### src/rsq_pkg.sv
// reset sequencer constants, encodings and carrier types
// assumes one 10 mhz clock that is the on-chip rc oscillator
package rsq_pkg;

  // ==========================================================
  // timing
  localparam int CLK_PERIOD_NS = 100;
  localparam int OSC_START_NS  = 4000;
  // least time: round up to whole cycles
  localparam int OSC_START_CYC =
    (OSC_START_NS + CLK_PERIOD_NS - 1) / CLK_PERIOD_NS;
  localparam int HOLD_CYC      = 66;
  localparam int XTAL_HOLD_DEF = 5000;
  localparam int CNT_W         = 13;

  // ==========================================================
  // register map, byte addresses
  localparam int AXI_AW = 8;
  localparam logic [AXI_AW-1:0] CAUSE_OFS = 8'h00;
  localparam logic [AXI_AW-1:0] CFG_OFS   = 8'h04;
  localparam logic [AXI_AW-1:0] ISTS_OFS  = 8'h08;
  localparam logic [AXI_AW-1:0] IMSK_OFS  = 8'h0c;

  localparam int STOP_BIT = 7;
  localparam int WDT_BIT  = 6;
  localparam int EXT_BIT  = 5;
  localparam int XTAL_BIT = 0;

  localparam int EV_W    = 4;
  localparam int EV_REL  = 0;
  localparam int EV_WDT  = 1;
  localparam int EV_PIN  = 2;
  localparam int EV_STOP = 3;

  localparam logic [1:0] RESP_OKAY   = 2'h0;
  localparam logic [1:0] RESP_SLVERR = 2'h2;

  // ==========================================================
  // reset vector
  localparam logic [15:0] VEC_HI_ADDR = 16'h0002;
  localparam logic [15:0] VEC_LO_ADDR = 16'h0003;

  // ==========================================================
  // types
  typedef enum logic [2:0] {
    ST_START  = 3'h0,
    ST_SUPPLY = 3'h1,
    ST_HOLD   = 3'h3,
    ST_PINW   = 3'h2,
    ST_VHI    = 3'h6,
    ST_VLO    = 3'h7,
    ST_LOAD   = 3'h5,
    ST_RUN    = 3'h4
  } rsq_phase_type;

  typedef struct packed {
    logic por;
    logic lvd;
    logic supply_ok;
    logic pin_rst_n;
    logic wdt_to;
    logic stop_rec;
    logic stop_by_pin;
    logic stop_by_wdt;
  } rsq_src_type;

  localparam rsq_src_type SRC_IDLE = 8'h10;

  typedef struct packed {
    logic              cpu_rst_n;
    logic              periph_idle;
    logic              gpio_park;
    logic              ctrl_load;
    logic              wdt_osc_load;
    logic              clk_sel_rc;
    logic              cpu_run;
    logic              pmem_rd;
    logic [15:0]       pmem_addr;
    logic [15:0]       pc;
  } rsq_core_type;

  typedef struct packed {
    logic [AXI_AW-1:0] awaddr;
    logic              awvalid;
    logic [31:0]       wdata;
    logic [3:0]        wstrb;
    logic              wvalid;
    logic              bready;
    logic [AXI_AW-1:0] araddr;
    logic              arvalid;
    logic              rready;
  } rsq_axi_req_type;

  typedef struct packed {
    logic              awready;
    logic              wready;
    logic              bvalid;
    logic [1:0]        bresp;
    logic              arready;
    logic              rvalid;
    logic [31:0]       rdata;
    logic [1:0]        rresp;
  } rsq_axi_rsp_type;

endpackage

### src/rsq_top.sv
// reset sequencer with cause flags and axi4-lite register slave
// assumes inputs synchronous to clock_i, memory data one cycle
// after pmem_addr_o, and software reading cause before it
// acknowledges a watchdog interrupt
//
// Register access over AXI4-Lite and the address map were decided locally.
`timescale 1ns/1ps

module rsq_top #(
  parameter int XTAL_HOLD_CYC = rsq_pkg::XTAL_HOLD_DEF
) (
  input  wire logic                     clock_i,
  input  wire logic                     rst_n_i,
  input  wire rsq_pkg::rsq_src_type     src_i,
  input  wire logic [7:0]               pmem_data_i,
  input  wire rsq_pkg::rsq_axi_req_type axi_i,
  output rsq_pkg::rsq_axi_rsp_type      axi_o,
  output rsq_pkg::rsq_core_type         core_o,
  output logic                          irq_o
);

  // ==========================================================
  // state
  typedef struct packed {
    rsq_pkg::rsq_phase_type         st;
    logic [rsq_pkg::CNT_W-1:0]      cnt;
    logic [rsq_pkg::CNT_W-1:0]      age;
    logic                           kind_por;
    rsq_pkg::rsq_src_type           s1;
    rsq_pkg::rsq_src_type           s2;
    rsq_pkg::rsq_src_type           s3;
    logic [7:0]                     cause;
    logic                           xtal_en;
    logic [rsq_pkg::EV_W-1:0]       ists;
    logic [rsq_pkg::EV_W-1:0]       imsk;
    logic                           irq;
    logic [7:0]                     pc_hi;
    rsq_pkg::rsq_core_type          core;
    logic                           awgot;
    logic [rsq_pkg::AXI_AW-1:0]     awaddr;
    logic                           wgot;
    logic [7:0]                     wdata;
    logic                           wstrb0;
    rsq_pkg::rsq_axi_rsp_type       rsp;
  } rsq_regs_type;

  rsq_regs_type r_reg;
  rsq_regs_type r_next;

  logic pin_fall;
  logic wdt_rise;
  logic stop_rise;
  logic sys_rst;
  logic stop_only;
  logic restart;
  logic rd_cause;
  logic any_set;

  function automatic logic last_cyc(
    input logic [rsq_pkg::CNT_W-1:0] c,
    input int unsigned               n
  );
    return c == rsq_pkg::CNT_W'(n - 1);
  endfunction

  function automatic logic is_mapped(
    input logic [rsq_pkg::AXI_AW-1:0] a
  );
    return a == rsq_pkg::CAUSE_OFS || a == rsq_pkg::CFG_OFS ||
           a == rsq_pkg::ISTS_OFS  || a == rsq_pkg::IMSK_OFS;
  endfunction

  assign axi_o  = r_reg.rsp;
  assign core_o = r_reg.core;
  assign irq_o  = r_reg.irq;

  // ==========================================================
  // next state
  always_comb begin
    logic                       aw_hs;
    logic                       w_hs;
    logic                       do_wr;
    logic [rsq_pkg::AXI_AW-1:0] wa;
    logic [7:0]                 wd;
    logic                       go_vec;
    logic [rsq_pkg::EV_W-1:0]   ev;
    logic [7:0]                 set_c;
    logic [7:0]                 clr_c;
    aw_hs  = 1'b0;
    w_hs   = 1'b0;
    do_wr  = 1'b0;
    wa     = '0;
    wd     = '0;
    go_vec = 1'b0;
    ev     = '0;
    set_c  = '0;
    clr_c  = '0;
    r_next = r_reg;

    r_next.s1 = src_i;
    r_next.s2 = r_reg.s1;
    r_next.s3 = r_reg.s2;

    pin_fall  = r_reg.s3.pin_rst_n & ~r_reg.s2.pin_rst_n;
    wdt_rise  = r_reg.s2.wdt_to & ~r_reg.s3.wdt_to;
    stop_rise = r_reg.s2.stop_rec & ~r_reg.s3.stop_rec;
    // por and lvd are levels: the sequence restarts while they last
    sys_rst   = r_reg.s2.por | r_reg.s2.lvd | wdt_rise | pin_fall;
    stop_only = stop_rise & ~sys_rst;
    restart   = sys_rst | stop_only;

    r_next.core.ctrl_load    = 1'b0;
    r_next.core.wdt_osc_load = 1'b0;
    r_next.core.clk_sel_rc   = 1'b0;

    if (restart) begin
      r_next.st            = rsq_pkg::ST_START;
      r_next.cnt           = '0;
      r_next.kind_por      = r_reg.s2.por | r_reg.s2.lvd;
      r_next.core.cpu_rst_n = 1'b0;
      r_next.core.cpu_run  = 1'b0;
      r_next.core.pmem_rd  = 1'b0;
      r_next.core.periph_idle = 1'b1;
      r_next.core.gpio_park = 1'b1;
      r_next.core.ctrl_load = sys_rst;
      r_next.core.clk_sel_rc = sys_rst;
      r_next.core.wdt_osc_load = 1'b1;
    end else begin
      unique case (r_reg.st)
        rsq_pkg::ST_START: begin
          if (last_cyc(r_reg.cnt, rsq_pkg::OSC_START_CYC)) begin
            r_next.cnt = '0;
            r_next.st  = r_reg.kind_por ? rsq_pkg::ST_SUPPLY
                                        : rsq_pkg::ST_HOLD;
          end else begin
            r_next.cnt = r_reg.cnt + 1'b1;
          end
        end
        rsq_pkg::ST_SUPPLY: begin
          if (r_reg.s2.supply_ok) begin
            r_next.st = rsq_pkg::ST_HOLD;
          end
        end
        rsq_pkg::ST_HOLD: begin
          if (last_cyc(r_reg.cnt, r_reg.xtal_en ? XTAL_HOLD_CYC
                                              : rsq_pkg::HOLD_CYC))
          begin
            r_next.cnt = '0;
            if (!r_reg.s2.pin_rst_n) begin
              r_next.st = rsq_pkg::ST_PINW;
            end else begin
              go_vec = 1'b1;
            end
          end else begin
            r_next.cnt = r_reg.cnt + 1'b1;
          end
        end
        rsq_pkg::ST_PINW: begin
          go_vec = r_reg.s2.pin_rst_n;
        end
        rsq_pkg::ST_VHI: begin
          r_next.st             = rsq_pkg::ST_VLO;
          r_next.core.pmem_addr = rsq_pkg::VEC_LO_ADDR;
        end
        rsq_pkg::ST_VLO: begin
          r_next.st           = rsq_pkg::ST_LOAD;
          r_next.pc_hi        = pmem_data_i;
          r_next.core.pmem_rd = 1'b0;
        end
        rsq_pkg::ST_LOAD: begin
          r_next.st           = rsq_pkg::ST_RUN;
          r_next.core.pc      = {r_reg.pc_hi, pmem_data_i};
          r_next.core.cpu_run = 1'b1;
          ev[rsq_pkg::EV_REL] = 1'b1;
        end
        rsq_pkg::ST_RUN: begin
          r_next.st = rsq_pkg::ST_RUN;
        end
      endcase
    end

    if (go_vec) begin
      r_next.st               = rsq_pkg::ST_VHI;
      r_next.core.cpu_rst_n   = 1'b1;
      r_next.core.periph_idle = 1'b0;
      r_next.core.gpio_park   = 1'b0;
      r_next.core.pmem_rd     = 1'b1;
      r_next.core.pmem_addr   = rsq_pkg::VEC_HI_ADDR;
    end

    // age only feeds the checks below
    if (restart || r_next.st != r_reg.st) begin
      r_next.age = '0;
    end else if (r_reg.age != '1) begin
      r_next.age = r_reg.age + 1'b1;
    end

    // ========================================================
    // axi4-lite slave
    aw_hs = axi_i.awvalid & r_reg.rsp.awready;
    w_hs  = axi_i.wvalid & r_reg.rsp.wready;
    if (aw_hs) begin
      r_next.awgot  = 1'b1;
      r_next.awaddr = axi_i.awaddr;
    end
    if (w_hs) begin
      r_next.wgot   = 1'b1;
      r_next.wdata  = axi_i.wdata[7:0];
      r_next.wstrb0 = axi_i.wstrb[0];
    end
    wa    = r_reg.awgot ? r_reg.awaddr : axi_i.awaddr;
    wd    = r_reg.wgot ? r_reg.wdata : axi_i.wdata[7:0];
    do_wr = (r_reg.awgot | aw_hs) & (r_reg.wgot | w_hs) &
            ~r_reg.rsp.bvalid;
    if (r_reg.rsp.bvalid && axi_i.bready) begin
      r_next.rsp.bvalid = 1'b0;
    end
    if (do_wr) begin
      r_next.awgot      = 1'b0;
      r_next.wgot       = 1'b0;
      r_next.rsp.bvalid = 1'b1;
      r_next.rsp.bresp  = is_mapped(wa) ? rsq_pkg::RESP_OKAY
                                        : rsq_pkg::RESP_SLVERR;
    end
    // only byte lane 0 holds bits
    if (do_wr && (r_reg.wgot ? r_reg.wstrb0 : axi_i.wstrb[0])) begin
      if (wa == rsq_pkg::CFG_OFS) begin
        r_next.xtal_en = wd[rsq_pkg::XTAL_BIT];
      end
      if (wa == rsq_pkg::IMSK_OFS) begin
        r_next.imsk = wd[rsq_pkg::EV_W-1:0];
      end
    end
    r_next.rsp.awready = ~r_next.awgot & ~r_next.rsp.bvalid;
    r_next.rsp.wready  = ~r_next.wgot & ~r_next.rsp.bvalid;

    rd_cause = 1'b0;
    if (r_reg.rsp.rvalid && axi_i.rready) begin
      r_next.rsp.rvalid = 1'b0;
    end
    if (axi_i.arvalid && r_reg.rsp.arready) begin
      r_next.rsp.rvalid = 1'b1;
      r_next.rsp.rresp  = is_mapped(axi_i.araddr) ?
                          rsq_pkg::RESP_OKAY : rsq_pkg::RESP_SLVERR;
      r_next.rsp.rdata  = '0;
      unique case (axi_i.araddr)
        rsq_pkg::CAUSE_OFS: begin
          r_next.rsp.rdata[7:0] = r_reg.cause;
          rd_cause = 1'b1;
        end
        rsq_pkg::CFG_OFS:
          r_next.rsp.rdata[rsq_pkg::XTAL_BIT] = r_reg.xtal_en;
        rsq_pkg::ISTS_OFS:
          r_next.rsp.rdata[rsq_pkg::EV_W-1:0] = r_reg.ists;
        rsq_pkg::IMSK_OFS:
          r_next.rsp.rdata[rsq_pkg::EV_W-1:0] = r_reg.imsk;
        default: r_next.rsp.rdata = '0;
      endcase
    end
    r_next.rsp.arready = ~r_next.rsp.rvalid;

    // ========================================================
    // cause flags; a set in the clearing cycle wins
    // stop recovery flag
    set_c[rsq_pkg::STOP_BIT] = stop_rise;
    clr_c[rsq_pkg::STOP_BIT] = r_reg.s2.por | wdt_rise | rd_cause;
    set_c[rsq_pkg::WDT_BIT] = wdt_rise |
                              (stop_rise & r_reg.s2.stop_by_wdt);
    clr_c[rsq_pkg::WDT_BIT] = r_reg.s2.por | rd_cause |
                              (stop_rise & r_reg.s2.stop_by_pin);
    set_c[rsq_pkg::EXT_BIT] = pin_fall;
    clr_c[rsq_pkg::EXT_BIT] = clr_c[rsq_pkg::WDT_BIT];
    any_set      = |set_c;
    r_next.cause = set_c | (r_reg.cause & ~clr_c);

    // ========================================================
    // interrupt status, write one to clear, set wins
    ev[rsq_pkg::EV_WDT]  = set_c[rsq_pkg::WDT_BIT];
    ev[rsq_pkg::EV_PIN]  = pin_fall;
    ev[rsq_pkg::EV_STOP] = stop_rise;
    if (do_wr && wa == rsq_pkg::ISTS_OFS &&
        (r_reg.wgot ? r_reg.wstrb0 : axi_i.wstrb[0])) begin
      r_next.ists = r_reg.ists & ~wd[rsq_pkg::EV_W-1:0];
    end
    r_next.ists = r_next.ists | ev;
    r_next.irq  = |(r_next.ists & r_next.imsk);
  end

  // ==========================================================
  // register
  always_ff @(posedge clock_i) begin
    if (!rst_n_i) begin
      r_reg                   <= '0;
      r_reg.st                <= rsq_pkg::ST_START;
      r_reg.kind_por          <= 1'b1;
      r_reg.s1                <= rsq_pkg::SRC_IDLE;
      r_reg.s2                <= rsq_pkg::SRC_IDLE;
      r_reg.s3                <= rsq_pkg::SRC_IDLE;
      r_reg.core.periph_idle  <= 1'b1;
      r_reg.core.gpio_park    <= 1'b1;
      r_reg.rsp.awready       <= 1'b1;
      r_reg.rsp.wready        <= 1'b1;
      r_reg.rsp.arready       <= 1'b1;
    end else begin
      r_reg <= r_next;
    end
  end
endmodule

### config.mk
export PLATFORM = sky130hd
export DESIGN_NAME = rsq_top
export DESIGN_NICKNAME = d
export VERILOG_FILES = /design/src/rsq_pkg.sv /design/src/rsq_top.sv
export SDC_FILE = /design/constraint.sdc
export NUM_CORES = 1
export LEC_CHECK = 0
export ABC_AREA = 1
export BUFFER_PORTS_ARGS = -buffer_cell sky130_fd_sc_hd__buf_2
export CORE_UTILIZATION = 53
export CTS_BUF_LIST = sky130_fd_sc_hd__clkbuf_2 sky130_fd_sc_hd__clkbuf_4 sky130_fd_sc_hd__clkbuf_8
export DETAILED_ROUTE_END_ITERATION = 16
export GPL_ROUTABILITY_DRIVEN = 1
export PLACE_DENSITY_LB_ADDON = 0.12
export SYNTH_ARGS = -nofsm -noshare
export SYNTH_HDL_FRONTEND = slang
export SYNTH_SLANG_ARGS = --single-unit
### constraint.sdc
create_clock -name clock_i -period 2.2 [get_ports clock_i]
set_clock_uncertainty 0.1 [all_clocks]
set_input_delay 0.55 -clock clock_i [delete_from_list [all_inputs] [get_ports clock_i]]
set_output_delay 0.55 -clock clock_i [all_outputs]
set_load 0.02 [all_outputs]
* Word level (Yosys, flattened, before mapping) *
Index checks and enable logic that the tools add are counted.

cells by class
  $add $sub $neg = 2
  eq/ne operators = 24
  muxes and demuxes = 47
  bitwise logic cells = 41
  reduce and logical (&&, ||, !) cells = 34

operators with widths
  operator                 count
  $mux W13                 3
  $mux W35                 1
  $eq A8 B4 Y1 const B     4
  $mux W16                 2
  $pmux W13 S2             1
  $mux W3                  7
  $mux W4                  5
  $mux W18                 1
  $pmux W3 S6              1
  $mux W17                 1
  $eq A8 B3 Y1 const B     2
  $logic_not A8 Y1         2
  $ne A4 B4 Y1 const B     4
  $mux W1                  14
  $add A13 B1 Y13 const B  1
  $eq A13 B13 Y1           1
  $eq A13 B6 Y1 const B    1
  $sub A13 B1 Y13 const B  1
  $and A1 B1 Y1            12
  $eq A3 B3 Y1 const B     4
  $reduce_and A2 Y1        6
  $not A1 Y1               11
  $or A1 B1 Y1             11
  $mux W10                 1
  28 further kinds         51

storage, ports and cells
  register bits after elaboration = 123
  input bits = 75
  output and inout port bits = 82

* Depth between registers and ports, before layout *
  depth in word-level cells = 11
  gate-level depth with buffers = 12
  gate-level depth less buffers = 12

* Least setup slack after synthesis *
Ideal clock, no wire load.

  path type = input -> register
  start = input axi_i[11] (netlist bit)
  end = register r_reg, in the netlist irq_o
  setup time = 0.128 ns
  arrival time = 1.513 ns
  required time = 1.972 ns
  path slack = 0.459 ns
  stages = 11
  buffers on the path = 0
  path through = nand2_1 nand2_2 nand3_4 nor2_4 nand4_2 nand2_1 nand2_1 nand2_1 nand2_1 nor2_1 nor2_1

on the way
  word-level cells in the longest chain between the ends = 10
  elaborated cells between the ends (all ways) = 12
  classes of those cells = mux: 2; bitwise: 6; reduce/logical: 4

ends and longest elaborated chain
  what                               line            source
  from (decl)                        rsq_top.sv:16   input wire rsq_pkg::rsq_axi_req_type axi_i,
  $and A1 B1 Y1 (*)                  rsq_top.sv:201  w_hs = axi_i.wvalid & r_reg.rsp.wready;
  $or A1 B1 Y1 (*)                   rsq_top.sv:213  do_wr = (r_reg.awgot | aw_hs) & (r_reg.wgot | w_hs) &
  $and A1 B1 Y1 (*) (2 in series)    rsq_top.sv:213
  $logic_and A1 B1 Y1 (2 in series)  rsq_top.sv:281  if (do_wr && wa == rsq_pkg::ISTS_OFS &&
  $mux W4                            rsq_top.sv:281
  $or A4 B4 Y4                       rsq_top.sv:285  r_next.ists = r_next.ists | ev;
  $and A4 B4 Y4 (*)                  rsq_top.sv:286  r_next.irq = |(r_next.ists & r_next.imsk);
  $reduce_or A4 Y1 (*)               rsq_top.sv:286
  to (signal assigned)               rsq_top.sv:305  r_reg <= r_next;
  to (decl)                          rsq_top.sv:47   rsq_regs_type r_reg;

Mark *: on every way between the ends. The rest lies on a longest branch, timed or not.
A chain may end at the register's enable or synchronous reset.

* Worst setup path in the final report *
  start = register r_reg, in the netlist r_next[133]
  end = register r_reg, in the netlist core_o[2]

on the way
  word-level cells in the longest chain between the ends = 8

ends and longest elaborated chain
  what                                    line            source
  $or A1 B1 Y1 (*) (3 in series)          rsq_top.sv:108  sys_rst = r_reg.s2.por | r_reg.s2.lvd | wdt_rise | pin_fall;
  $not A1 Y1                              rsq_top.sv:109  stop_only = stop_rise & ~sys_rst;
  $and A1 B1 Y1                           rsq_top.sv:109
  $or A1 B1 Y1 (*)                        rsq_top.sv:110  restart = sys_rst | stop_only;
  $not A1 Y1 (no source line) (*)         n/a
  $reduce_and A2 Y1 (no source line) (*)  n/a

Marks and branches as above.

==> results.sh <==
export IMPL_status="completed"
export IMPL_ys_async_sr_fraction=0
export IMPL_antenna_found_initial=0
export IMPL_min_path_type="input port to register"
export IMPL_routed_wl_um=9802
export IMPL_cts_resized=0
export IMPL_n_antenna_cell=0
export IMPL_drive_above_1_share=0.1848
export IMPL_synth_seq_cells=110
export IMPL_grt_pass1_wl_um=16490
export IMPL_path_buf_inv=3
export IMPL_final_area_um2=5513
export IMPL_place_area_um2=5305
export IMPL_slowest_stage="dfxtp_1"
export IMPL_row_count=35
export IMPL_layout_commonest_cell="nand2_1"
export IMPL_first_iter_violations=92
export IMPL_cts_root_buf="clkbuf_8"
export IMPL_ir_drop_mv=0.4068
export IMPL_post_cts_buffers=0
export IMPL_worstPathRequired_ns=2.35
export IMPL_first_pass_iters=4
export IMPL_critical_path_cell_chain="or2_1 > inv_1 > nand4_1 > inv_1 > nand2_2 > buf_4 > nand2_1 > a21oi_1"
export IMPL_cp_max_fo=11
export IMPL_fp_dieArea_um2=10190
export IMPL_p_clk_frac=0.293
export IMPL_setup_viol=0
export IMPL_final_core_util=0.5883
export IMPL_overflow=0
export IMPL_cp_end_kind="register"
export IMPL_gr_usage_all_layers=0.2001
export IMPL_largest_reg_flops=55
export IMPL_clk_pin_slew_ns=0.10
export IMPL_wl_per_cell_um=11.13
export IMPL_synth_cell_types=34
export IMPL_p_sw_frac=0.3211
export IMPL_drv_cap=0
export IMPL_vias_per_cell=4.822
export IMPL_combinationalPowerShare=0.195
export IMPL_p_per_area_nw_per_um2=787.9
export IMPL_area_growth_pct=6.220
export IMPL_finalSetupTns_ns=0
export IMPL_ys_warn_count=0
export IMPL_cts_htree_levels=3
export IMPL_postCtsHoldBufs=0
export IMPL_instances_no_fill=881
export IMPL_cts_buffers=9
export IMPL_critPathLaunchType="register"
export IMPL_core_area_um2=9371
export IMPL_slowest_delay_ns=0.33
export IMPL_clock_latency_ns=0.38
export IMPL_synth_area_um2=5190
export IMPL_drc=0
export IMPL_post_route_period_util=0.8400
export IMPL_dr_total_vias=4248
export IMPL_clock_sinks=110
export IMPL_gp_congestion=0.8348
export IMPL_mostFrequentLayoutCells="nand2_1 (147), dfxtp_1 (110), buf_2 (84)"
export IMPL_final_nets=823
export IMPL_ant_nets=0
export IMPL_cpMostUsedCell="inv_1"
export IMPL_cp_arrival_ns=2.00
export IMPL_power_leakage_nw=2.686
export IMPL_hold_viol=0
export IMPL_synth_main_ff_cell="dfxtp_1"
export IMPL_internal_power_mw=2.949
export IMPL_die_x_um=101.0
export IMPL_io_pins=157
export IMPL_cts_tree="yes"
export IMPL_start_util=0.5538
export IMPL_pwr_share_seq=0.511
export IMPL_p_switching_mw=1.395
export IMPL_dp_cells=865
export IMPL_die_h_um=101.0
export IMPL_drv_slew=0
export IMPL_path_class="register to register"
export IMPL_clk_path_buf_depth=2
export IMPL_grt_max_degree=49
export IMPL_synthesis_instances=702
export IMPL_crit_family="simple AND/OR/NAND/NOR gates"
export IMPL_synth_seq_area_share=0.4243
export IMPL_max_freq_mhz=541.1
export IMPL_hpwl_um=7226
export IMPL_min_period_ns=1.848
export IMPL_p_total_mw=4.344
export IMPL_rsz0062_at_grt="false"
export IMPL_grt_pass1_vias=3763
export IMPL_io_buffers=84
export IMPL_synth_edf_count=0
export IMPL_fill_cells=905
export IMPL_syn_avg_cell_area_um2=7.393
[cells in the mapped netlist, types with 3 or more instances]
library cell,n,share of area
a21oi_1,61,0.059
buf_2,7,0.0067
buf_4,81,0.12
clkbuf_1,11,0.0080
dfxtp_1,110,0.42
inv_1,78,0.056
inv_2,4,0.0029
nand2_1,147,0.11
nand2_2,5,0.0060
nand3_1,46,0.044
nand4_1,20,0.024
nor2_1,54,0.039
nor2_2,3,0.0036
nor2_4,5,0.011
nor3_1,14,0.014
nor3b_1,3,0.0043
o211ai_1,4,0.0058
o21ai_0,23,0.022
or2_2,5,0.0060
[logic make-up (layout without fill, tap and decap cells)]
group	Yosys count	after routing	share of synthesized area
AND/OR/NAND/NOR	311	311	0.2811
XOR/XNOR	2	2	0.003376
other	1	41	0.0007225
flip-flops	110	110	0.4243
adder cells (fa/ha/maj)	1	1	0.002410
AO/OA/AOI/OAI	96	96	0.09692
buffers and inverters	181	191	0.1912
[worst reg2reg max path, stage by stage, from the launching register on]
cell     delay, ns
dfxtp_1       0.33
or2_1         0.22
inv_1         0.08
nand4_1       0.14
inv_1         0.29
nand2_2       0.23
buf_4         0.23
nand2_1       0.06
a21oi_1       0.05
[final cells by class]
cell class / count / area [um2] / area share
clock buffer: 10 / 131.4 / 0.02383
clock inverter: 6 / 76.32 / 0.01384
inverter: 82 / 307.8 / 0.05583
multi-input combinational: 451 / 2146 / 0.3892
sequential: 110 / 2202 / 0.3995
tap: 129 / 161.4 / 0.02928
timing repair buffer: 93 / 488.0 / 0.08852
[per-layer routing]
layer	GRT usage	routed length (um)	vias up
met3	0.02843	378	8
met5	0	0	-
met2	0.3293	4532	111
met4	0.07692	99	0
li1	-	-	2213
met1	0.2657	4791	1916
[power groups by stage]
stage	Combinational, mW	Sequential [mW]	Clock [mW]
final	0.849	2.22	1.27
after global routing	0.962	2.24	1.38
after CTS	0.852	2.22	1.31
after detailed placement	0.851	2.27	0
after global placement	0.832	2.26	0
after floorplan	0.764	2.24	0
[path summary, 6_finish.rpt]
path,start,end,slack (ns),cells past startpoint
hold / removal,src_i[6],r_next[140],0.25,3
hold reg to reg,r_next[135],r_next[127],0.32,2
setup / recovery,r_next[133],core_o[2],0.35,8
setup reg to reg,r_next[133],core_o[2],0.35,8
[per-stage QoR]
stage               setup slack (ns)  hold WS, ns
global route                  0.1182       0.2509
finish                        0.3521       0.2481
CTS                           0.2988       0.2379
detailed placement            0.1399       0.2955
floorplan                     0.4593       0.2905
global placement              0.1641       0.2920
Power figures use the tool's default switching activity.
